`src/gxt_pkg.sv`:
```
// Purpose: Shared constants for the chain extender link control block.
// Assumes: A 125 MHz system clock and an AXI4-Lite register port.
// Notes: Times are in nanoseconds; cycle counts are derived from them.
package gxt_pkg;
   // ==========================================================
   // Clock and timing.
   localparam int CLK_NS = 8;
   localparam int T_PPOLL_NORM_NS = 22000;
   localparam int T_PPOLL_SLOW_NS = 220000;
   localparam int T_ECHO_NORM_NS = 1000000;
   localparam int T_ECHO_SLOW_NS = 10000000;
   localparam int PPOLL_NORM_CYC = T_PPOLL_NORM_NS / CLK_NS;
   localparam int PPOLL_SLOW_CYC = T_PPOLL_SLOW_NS / CLK_NS;
   localparam int ECHO_NORM_CYC = T_ECHO_NORM_NS / CLK_NS;
   localparam int ECHO_SLOW_CYC = T_ECHO_SLOW_NS / CLK_NS;
   localparam int TMR_W = 24;
   // ==========================================================
   // Register map.
   localparam logic [3:0] ADDR_CTRL = 4'h0;
   localparam logic [3:0] ADDR_STATUS = 4'h4;
   localparam logic [3:0] ADDR_COUNT = 4'h8;
   localparam logic [1:0] RESP_OKAY = 2'h0;
   localparam logic [1:0] RESP_SLVERR = 2'h2;
   localparam logic [31:0] CTRL_RESET = 32'h0;
   // CTRL fields.
   localparam int CTRL_EN_BIT = 0;
   localparam int CTRL_SLOW_BIT = 1;
   localparam int CTRL_POS_LSB = 2;
   localparam int CTRL_FIBA_BIT = 4;
   localparam int CTRL_FIBB_BIT = 5;
   localparam int CTRL_UPB_BIT = 6;
   localparam int CTRL_W = 7;
   // ==========================================================
   // Node positions and port masks.
   localparam logic [1:0] POS_MASTER = 2'h0;
   localparam logic [1:0] POS_MIDDLE = 2'h1;
   localparam logic [1:0] POS_END = 2'h2;
   localparam logic [1:0] PORT_A = 2'h1;
   localparam logic [1:0] PORT_B = 2'h2;
   localparam logic [1:0] PORT_NONE = 2'h0;
   localparam logic [1:0] PORT_BOTH = 2'h3;
   // ==========================================================
   // State machines.
   typedef enum logic [2:0] {HS_IDLE, HS_WAIT_ACK, HS_WAIT_DAV_HI, HS_WAIT_DROP} gxt_hs_e;
   typedef enum logic [1:0] {TR_IDLE, TR_WAIT} gxt_tr_e;
endpackage

```
`src/gxt_pin_sync.sv`:
```
// Purpose: Three-stage pin synchroniser with agreement filter.
// Assumes: Inputs are asynchronous to aclk.
// Notes: The output follows only when stages two and three agree.
`timescale 1ns/10ps
module gxt_pin_sync #(
   parameter int W = 1,
   parameter logic [W-1:0] INIT = '1
) (
   input wire logic aclk,
   input wire logic aresetn,
   input wire logic [W-1:0] pin,
   output logic [W-1:0] q
);
   logic [W-1:0] s1;
   logic [W-1:0] s2;
   logic [W-1:0] s3;

   always_ff @(posedge aclk) begin
      if (!aresetn) begin
         s1 <= INIT;
         s2 <= INIT;
         s3 <= INIT;
         q <= INIT;
      end else begin
         s1 <= pin;
         s2 <= s1;
         s3 <= s2;
         for (int i = 0; i < W; i++) begin
            if (s2[i] == s3[i]) begin
               q[i] <= s3[i];
            end
         end
      end
   end
endmodule

```
`src/gxt_link_ctrl.sv`:
```
// Purpose: Link control for one node of a chained instrument bus extender.
// Assumes: Link serialiser is same-clock logic; bus pins are asynchronous.
// Notes: Registers are reached over AXI4-Lite.
//
// Chosen here: the register addresses and the AXI4-Lite slave port.
`timescale 1ns/10ps
module gxt_link_ctrl #(
   parameter int ECHO_NORM = gxt_pkg::ECHO_NORM_CYC,
   parameter int ECHO_SLOW = gxt_pkg::ECHO_SLOW_CYC,
   parameter int PPOLL_SLOW = gxt_pkg::PPOLL_SLOW_CYC
) (
   input wire logic aclk,
   input wire logic aresetn,
   input wire logic [31:0] s_axi_awaddr,
   input wire logic s_axi_awvalid,
   output logic s_axi_awready,
   input wire logic [31:0] s_axi_wdata,
   input wire logic [3:0] s_axi_wstrb,
   input wire logic s_axi_wvalid,
   output logic s_axi_wready,
   output logic [1:0] s_axi_bresp,
   output logic s_axi_bvalid,
   input wire logic s_axi_bready,
   input wire logic [31:0] s_axi_araddr,
   input wire logic s_axi_arvalid,
   output logic s_axi_arready,
   output logic [31:0] s_axi_rdata,
   output logic [1:0] s_axi_rresp,
   output logic s_axi_rvalid,
   input wire logic s_axi_rready,
   input wire logic ifc_n,
   input wire logic atn_n,
   input wire logic eoi_n,
   input wire logic dav_n,
   input wire logic [7:0] dio_n,
   output logic nrfd_o,
   output logic nrfd_oe_n,
   output logic ndac_o,
   output logic ndac_oe_n,
   output logic [7:0] dio_o,
   output logic [7:0] dio_oe_n,
   output logic [7:0] link_data,
   output logic link_req,
   input wire logic [1:0] link_ack,
   output logic [1:0] link_probe,
   input wire logic [1:0] link_echo,
   output logic link_ppoll,
   input wire logic [7:0] link_ppr,
   output logic link_slow,
   output logic [1:0] fault_led
);
   import gxt_pkg::*;

   localparam logic [TMR_W-1:0] ECHO_N = TMR_W'(ECHO_NORM);
   localparam logic [TMR_W-1:0] ECHO_S = TMR_W'(ECHO_SLOW);
   localparam logic [TMR_W-1:0] PP_N = TMR_W'(PPOLL_NORM_CYC);
   localparam logic [TMR_W-1:0] PP_S = TMR_W'(PPOLL_SLOW);
   localparam logic [TMR_W-1:0] TMR_ZERO = '0;
   localparam logic [TMR_W-1:0] TMR_ONE = TMR_W'(1);

   // ==========================================================
   // Pin synchronisers.
   logic [11:0] pins_s;
   logic ifc_s;
   logic atn_s;
   logic eoi_s;
   logic dav_s;
   logic [7:0] dio_s;
   logic ifc_q;

   gxt_pin_sync #(.W(12), .INIT(12'hfff)) u_sync (
      .aclk(aclk),
      .aresetn(aresetn),
      .pin({ifc_n, atn_n, eoi_n, dav_n, dio_n}),
      .q(pins_s)
   );
   assign {ifc_s, atn_s, eoi_s, dav_s, dio_s} = pins_s;

   always_ff @(posedge aclk) begin
      if (!aresetn) begin
         ifc_q <= 1'b1;
      end else begin
         ifc_q <= ifc_s;
      end
   end

   // ==========================================================
   // Register state and configuration decode.
   logic [CTRL_W-1:0] ctrl;
   logic [1:0] cut;
   logic [15:0] attempts;
   logic cfg_en;
   logic [1:0] cfg_pos;
   logic cfg_block;
   logic [1:0] used;
   logic [1:0] down;
   logic [1:0] act;
   logic ack_all;
   logic drop_all;
   gxt_hs_e hs_state;
   gxt_tr_e tr_state;

   assign cfg_en = ctrl[CTRL_EN_BIT];
   assign cfg_pos = ctrl[CTRL_POS_LSB +: 2];
   // A cut below the master needs coax: fibre on a non-master node blocks it.
   assign cfg_block = (cfg_pos != POS_MASTER) &&
                      (ctrl[CTRL_FIBA_BIT] || ctrl[CTRL_FIBB_BIT]);
   assign used = (cfg_pos == POS_MIDDLE) ? PORT_BOTH : PORT_A;
   always_comb begin
      if (cfg_pos == POS_MASTER) begin
         down = PORT_A;
      end else if (cfg_pos == POS_MIDDLE) begin
         down = ctrl[CTRL_UPB_BIT] ? PORT_A : PORT_B;
      end else begin
         down = PORT_NONE;
      end
   end
   assign act = used & ~cut;
   assign ack_all = &(link_ack | ~act);
   assign drop_all = ~|(link_ack & act);
   assign link_slow = ctrl[CTRL_SLOW_BIT];

   // ==========================================================
   // AXI4-Lite slave.
   logic aw_have;
   logic w_have;
   logic [3:0] aw_addr;
   logic [31:0] wdata_q;
   logic wstrb_q;

   assign s_axi_awready = !aw_have && !s_axi_bvalid;
   assign s_axi_wready = !w_have && !s_axi_bvalid;
   assign s_axi_arready = !s_axi_rvalid;

   always_ff @(posedge aclk) begin
      if (!aresetn) begin
         aw_have <= 1'b0;
         w_have <= 1'b0;
         aw_addr <= 4'h0;
         s_axi_bvalid <= 1'b0;
         s_axi_bresp <= RESP_OKAY;
         ctrl <= CTRL_RESET[CTRL_W-1:0];
      end else begin
         if (s_axi_awvalid && s_axi_awready) begin
            aw_have <= 1'b1;
            aw_addr <= s_axi_awaddr[3:0];
         end
         if (s_axi_wvalid && s_axi_wready) begin
            w_have <= 1'b1;
            if (aw_have || s_axi_awvalid) begin
               // Write data is held here until the address is known.
            end
         end
         if (aw_have && w_have) begin
            aw_have <= 1'b0;
            w_have <= 1'b0;
            s_axi_bvalid <= 1'b1;
            if (aw_addr == ADDR_CTRL) begin
               s_axi_bresp <= RESP_OKAY;
               if (wstrb_q) begin
                  ctrl <= wdata_q[CTRL_W-1:0];
               end
            end else if (aw_addr == ADDR_STATUS || aw_addr == ADDR_COUNT) begin
               s_axi_bresp <= RESP_OKAY;
            end else begin
               s_axi_bresp <= RESP_SLVERR;
            end
         end else if (s_axi_bvalid && s_axi_bready) begin
            s_axi_bvalid <= 1'b0;
         end
      end
   end

   always_ff @(posedge aclk) begin
      if (!aresetn) begin
         wdata_q <= 32'h0;
         wstrb_q <= 1'b0;
      end else if (s_axi_wvalid && s_axi_wready) begin
         wdata_q <= s_axi_wdata;
         wstrb_q <= s_axi_wstrb[0];
      end
   end

   always_ff @(posedge aclk) begin
      if (!aresetn) begin
         s_axi_rvalid <= 1'b0;
         s_axi_rdata <= 32'h0;
         s_axi_rresp <= RESP_OKAY;
      end else if (s_axi_arvalid && s_axi_arready) begin
         s_axi_rvalid <= 1'b1;
         s_axi_rresp <= RESP_OKAY;
         if (s_axi_araddr[3:0] == ADDR_CTRL) begin
            s_axi_rdata <= {25'h0, ctrl};
         end else if (s_axi_araddr[3:0] == ADDR_STATUS) begin
            s_axi_rdata <= {26'h0, cfg_block, tr_state == TR_WAIT, fault_led, cut};
         end else if (s_axi_araddr[3:0] == ADDR_COUNT) begin
            s_axi_rdata <= {16'h0, attempts};
         end else begin
            s_axi_rdata <= 32'h0;
            s_axi_rresp <= RESP_SLVERR;
         end
      end else if (s_axi_rready) begin
         s_axi_rvalid <= 1'b0;
      end
   end

   // ==========================================================
   // Three-wire handshake relay. The node is a listener that always
   // accepts, and holds NDAC until every live port has taken the byte.
   // Each link's round trip is what adds the per-hop handshake time.
   assign nrfd_o = 1'b0;
   assign ndac_o = 1'b0;
   assign dio_o = 8'h0;

   always_ff @(posedge aclk) begin
      if (!aresetn) begin
         hs_state <= HS_IDLE;
         nrfd_oe_n <= 1'b1;
         ndac_oe_n <= 1'b0;
         link_req <= 1'b0;
         link_data <= 8'h0;
      end else begin
         case (hs_state)
            HS_IDLE: begin
               if (!dav_s) begin
                  link_data <= ~dio_s;
                  nrfd_oe_n <= 1'b0;
                  link_req <= 1'b1;
                  hs_state <= HS_WAIT_ACK;
               end
            end
            HS_WAIT_ACK: begin
               if (ack_all) begin
                  ndac_oe_n <= 1'b1;
                  hs_state <= HS_WAIT_DAV_HI;
               end
            end
            HS_WAIT_DAV_HI: begin
               if (dav_s) begin
                  ndac_oe_n <= 1'b0;
                  link_req <= 1'b0;
                  hs_state <= HS_WAIT_DROP;
               end
            end
            HS_WAIT_DROP: begin
               if (drop_all) begin
                  nrfd_oe_n <= 1'b1;
                  hs_state <= HS_IDLE;
               end
            end
            default: hs_state <= HS_IDLE;
         endcase
      end
   end

   // ==========================================================
   // Truncation: each IFC with truncation enabled, no fibre block and no probe pending probes the downstream
   // port and waits a bounded time for the echo. Only the echo decides,
   // so hung or unpowered local devices can never trigger a cut.
   logic [TMR_W-1:0] echo_tmr;
   logic [1:0] seen;
   logic ifc_fall;
   assign ifc_fall = ifc_q && !ifc_s;

   always_ff @(posedge aclk) begin
      if (!aresetn) begin
         tr_state <= TR_IDLE;
         echo_tmr <= TMR_ZERO;
         seen <= PORT_NONE;
         cut <= PORT_NONE;
         fault_led <= PORT_NONE;
         link_probe <= PORT_NONE;
         attempts <= 16'h0;
      end else begin
         link_probe <= PORT_NONE;
         if (!cfg_en || cfg_block) begin
            tr_state <= TR_IDLE;
            cut <= PORT_NONE;
            fault_led <= PORT_NONE;
         end else begin
            case (tr_state)
               TR_IDLE: begin
                  // IFC during an ongoing probe is absorbed; spacing is the controller's.
                  if (ifc_fall) begin
                     link_probe <= down;
                     seen <= PORT_NONE;
                     echo_tmr <= link_slow ? ECHO_S : ECHO_N;
                     attempts <= attempts + 16'h1;
                     tr_state <= TR_WAIT;
                  end
               end
               TR_WAIT: begin
                  seen <= seen | (link_echo & down);
                  echo_tmr <= echo_tmr - TMR_ONE;
                  if (echo_tmr == TMR_ZERO) begin
                     cut <= down & ~(seen | link_echo);
                     fault_led <= down & ~(seen | link_echo);
                     tr_state <= TR_IDLE;
                  end
               end
               default: tr_state <= TR_IDLE;
            endcase
         end
      end
   end

   // ==========================================================
   // Parallel poll relay. Remote answers are OR-ed onto the local lines
   // for a bounded window; local devices answer directly and unhindered.
   logic [TMR_W-1:0] pp_tmr;
   logic ident;
   logic pp_active;
   assign ident = !atn_s && !eoi_s;

   always_ff @(posedge aclk) begin
      if (!aresetn) begin
         pp_tmr <= TMR_ZERO;
         pp_active <= 1'b0;
         link_ppoll <= 1'b0;
         dio_oe_n <= 8'hff;
      end else if (!ident) begin
         pp_active <= 1'b0;
         link_ppoll <= 1'b0;
         dio_oe_n <= 8'hff;
      end else if (!link_ppoll && !pp_active) begin
         if (act != PORT_NONE) begin
            link_ppoll <= 1'b1;
            pp_active <= 1'b1;
            pp_tmr <= link_slow ? PP_S : PP_N;
         end
      end else if (pp_active) begin
         pp_tmr <= pp_tmr - TMR_ONE;
         dio_oe_n <= ~link_ppr;
         if (pp_tmr == TMR_ZERO) begin
            pp_active <= 1'b0;
            dio_oe_n <= 8'hff;
         end
      end
   end
endmodule

```
`config.mk`:
```
export PLATFORM = sky130hd
export DESIGN_NAME = gxt_link_ctrl
export DESIGN_NICKNAME = d
export VERILOG_FILES = /design/src/gxt_pkg.sv /design/src/gxt_pin_sync.sv /design/src/gxt_link_ctrl.sv
export SDC_FILE = /design/constraint.sdc
export NUM_CORES = 1
export LEC_CHECK = 0
export BUFFER_PORTS_ARGS = -buffer_cell sky130_fd_sc_hd__buf_2
export CAP_MARGIN = 10
export CORE_ASPECT_RATIO = 0.5
export CORE_MARGIN = 8
export CORE_UTILIZATION = 57
export CTS_CLUSTER_DIAMETER = 80
export DETAILED_ROUTE_END_ITERATION = 7
export PLACE_DENSITY = 0.86
export SLEW_MARGIN = 0
export SYNTH_ARGS = -nofsm -noshare
export SYNTH_HDL_FRONTEND = slang
export SYNTH_SLANG_ARGS = --single-unit
```
`constraint.sdc`:
```
create_clock -name aclk -period 3 [get_ports aclk]
set_input_delay 0.9 -clock aclk [delete_from_list [all_inputs] [get_ports aclk]]
set_output_delay 0.9 -clock aclk [all_outputs]
set_load 0.005 [all_outputs]
```
==> impl_metrics.csv <==
group,metric,value,unit
clock_tree,cts_setup_buffers,0,
floorplan,row_count,30,
floorplan,ios,207,
critical_path,crit_fanout,8,
power,seq_power_share,49.4,%
detailed_routing,dr.pass1.iters,5,
power,total_power,0.005084,W
critical_path,required,3300,ps
floorplan,start_util,57.77,%
placed_design,portBuffers,94,
global_routing,grt_overflow,0,
timing,period_share,72.84,%
synth,synth.distinct_cells,61,
power,clkPwrFrac,46.3,%
clock_tree,cts_resized,0,
finish,fin_util,66.51,%
critical_path,worstSetupEndpointType,"flip-flop",
power,p_sw,0.001279,W
finish,layout-drive-gt1-share,15.78,%
synth,syn_avg_cell_area,8.737,sq um
detailed_routing,viasPerCell,5.691,
floorplan,dieArea,0.01779,sq mm
clock_tree,cts_sinks,184,
finish,fillers,1050,
critical_path,slowest_delay,590,ps
synth,syn_area,0.007741,sq mm
detailed_routing,wl_per_cell,15.40,um
placed_design,place_congestion,0.8628,
synth,ys_ff_latch,184,
power,power.internal,0.003805,W
critical_path,cp_cell_sequence,"nor4_1 > nand4_1 > nor4_1 > xnor2_1 > nor2_1",
clock_tree,hold_buffers,0,
critical_path,worst_path_most_repeated_cell,"nor4_1",
timing,finalHoldViolCount,0,
timing,tightest_slew,886.4,ps
placed_design,dp_hpwl,12.11,mm
clock_tree,clk_pin_slew_worst_paths,80,ps
critical_path,cp.arrival,2490,ps
global_routing,grt_pass1_vias,6287,
detailed_routing,drc,0,
clock_tree,clkLatencyLatePin,430,ps
timing,max_slew_margin,40.79,%
global_routing,track_usage,19.76,%
synth,ys.flop_type,"dfxtp_1",
clock_tree,root_buffer,"clkbuf_16",
critical_path,criticalPathCategory,"flip-flop to flip-flop",
finish,diodes,0,
critical_path,crit_slowest_cell,"nor4_1",
synth,synth_edf_count,0,
floorplan,die_h,98.41,um
floorplan,die_x,180.8,um
synth,yosys_warnings,0,
finish,instances_no_fill,1158,
finish,final_nets,1109,
power,powerDensity,570.4,mW/mm^2
power,p_leak,3.580,nW
global_routing,grt_pass1_wl,29.70,mm
critical_path,critPathLaunchType,"flip-flop",
timing,max_freq,457.7,MHz
synth,syn_inst,886,
global_routing,antenna_found_initial,0,
power,ir_worst_vdd,344.6,uV
critical_path,path_delay_family,"simple AND/OR/NAND/NOR gates",
detailed_routing,drt-total-wl,17.83,mm
synth,synthArstFlopShare,0,%
worst_hold_path,min_path_type,"flip-flop to flip-flop",
clock_tree,htreeDepth,4,
power,switching_share,25.16,%
clock_tree,cts_buffers,17,
critical_path,crit_buf_inv,0,
global_routing,grt_max_degree,67,
timing,slew_violations,0,
finish,syn_to_final_growth,15.13,%
floorplan,core,0.01340,sq mm
clock_tree,clockBufferDepth,2,
timing,fin_tns_setup,0,ps
clock_tree,cts_tree,"yes",
detailed_routing,vias,6590,
placed_design,pre_cts_ws,780.7,ps
timing,fin_ws,814.9,ps
timing,setup_viol,0,
finish,final_cell_mix,"dfxtp_1, nor2_1, buf_2, a21oi_1, nand2_1",
status,outcome,"complete, no violations",
timing,fin_crit,2185,ps
synth,seq_area_frac_synth,47.58,%
timing,fin_worst_skew,12.43,ps
detailed_routing,initialDrtViolationCount,561,
power,p_comb_share,4.3,%
finish,final_common_cell,"dfxtp_1",
detailed_routing,final_antenna_net_count,0,
placed_design,place_inst,1126,
flow_run,maxCapViolations,0,
timing,rsz0062_at_grt,"false",
## registers in the layout, summed over array words and instances, names as in the netlist, 2 cells and up
name         flops
echo_tmr        24
pp_tmr          24
attempts        16
s_axi_rdata     16
u_sync.q        12
u_sync.s1       12
u_sync.s2       12
u_sync.s3       12
dio_oe_n         8
link_data        8
ctrl             7
wdata_q          7
aw_addr          4
cut              2
hs_state         2
link_probe       2
seen             2
## cell type report
cell class              instances  area (sq um)  area share (%)
clock buffers                  17         425.4           4.773
clock inverters                15         222.7           2.499
inverters                      19         71.32          0.8002
multi-input cells             641          3716           41.70
flip-flops and latches        184          3684           41.33
well taps                     176         220.2           2.471
repair buffers                106         573.1           6.430
## cell families after synthesis
kind of cell	Yosys count	synth area share, %
AOI/OAI and AO/OA	177	13.88
muxes	23	3.006
and+or+nand+nor	367	24.12
DFF	184	47.58
xor gates and xnor gates	37	4.186
buffers and inverters	88	5.721
other	1	0.04844
adders and majority gates	9	1.455
## metal layers
metal	share of wire, %	global-route usage [%]	vias up	routed length [um]
li1	-	-	3228	-
met1	44	24.10	3044	7802
met2	46	32.76	283	8287
met3	8.1	5.854	35	1442
met4	1.7	7.134	0	301
met5	0	0	-	0
## stage by stage
step | instance area [sq um] | hold WS (ps)
after floorplan | 7843 | 386.3
after detailed placement | 8264 | 391.6
final | 8912 | 402.9
after global routing | 8912 | 420.4
after CTS | 8912 | 408.9
after global placement | 8264 | 391.8
## cell usage after synthesis (all sizes together) (6+ instances only)
cell,number,area (sq um)
a21oi,75,375.4
nor3,47,235.2
ha,9,112.6
nand3,14,70.07
mux2i,21,210.2
a22oi,15,112.6
nor4,22,152.7
buf,33,235.2
a211oi,12,90.09
and2,6,37.54
dfxtp,184,3684
a41oi,8,70.07
nand4,9,62.56
and3,8,50.05
clkbuf,36,136.4
nor2,118,442.9
xor2,7,61.31
nor3b,6,45.04
o21ai,38,190.2
or3,13,81.33
inv,19,71.31
nand2,53,198.9
nand2b,48,300.3
xnor2,30,262.8
## power by group through the flow
stage          clock network, W  logic [W]  registers, W
2_1_floorplan                 0   0.000169       0.00256
3_3_place_gp                  0   0.000208       0.00257
3_5_place_dp                  0   0.000217       0.00257
4_1_cts                 0.00239   0.000217       0.00251
5_1_grt                 0.00249   0.000248       0.00252
6_report                0.00235   0.000219       0.00251
## final timing paths
| path | endpoint | from | slack [ps] | cells past startpoint |
|---|---|---|---|---|
| hold reg to reg | u_sync.s2[1] | u_sync.s1[1] | 400 | 1 |
| setup reg to reg | echo_tmr[23] | echo_tmr[8] | 810 | 5 |
| setup / recovery | echo_tmr[23] | echo_tmr[8] | 810 | 5 |
| hold / removal | u_sync.s2[1] | u_sync.s1[1] | 400 | 1 |
Power figures use the tool's default switching activity.
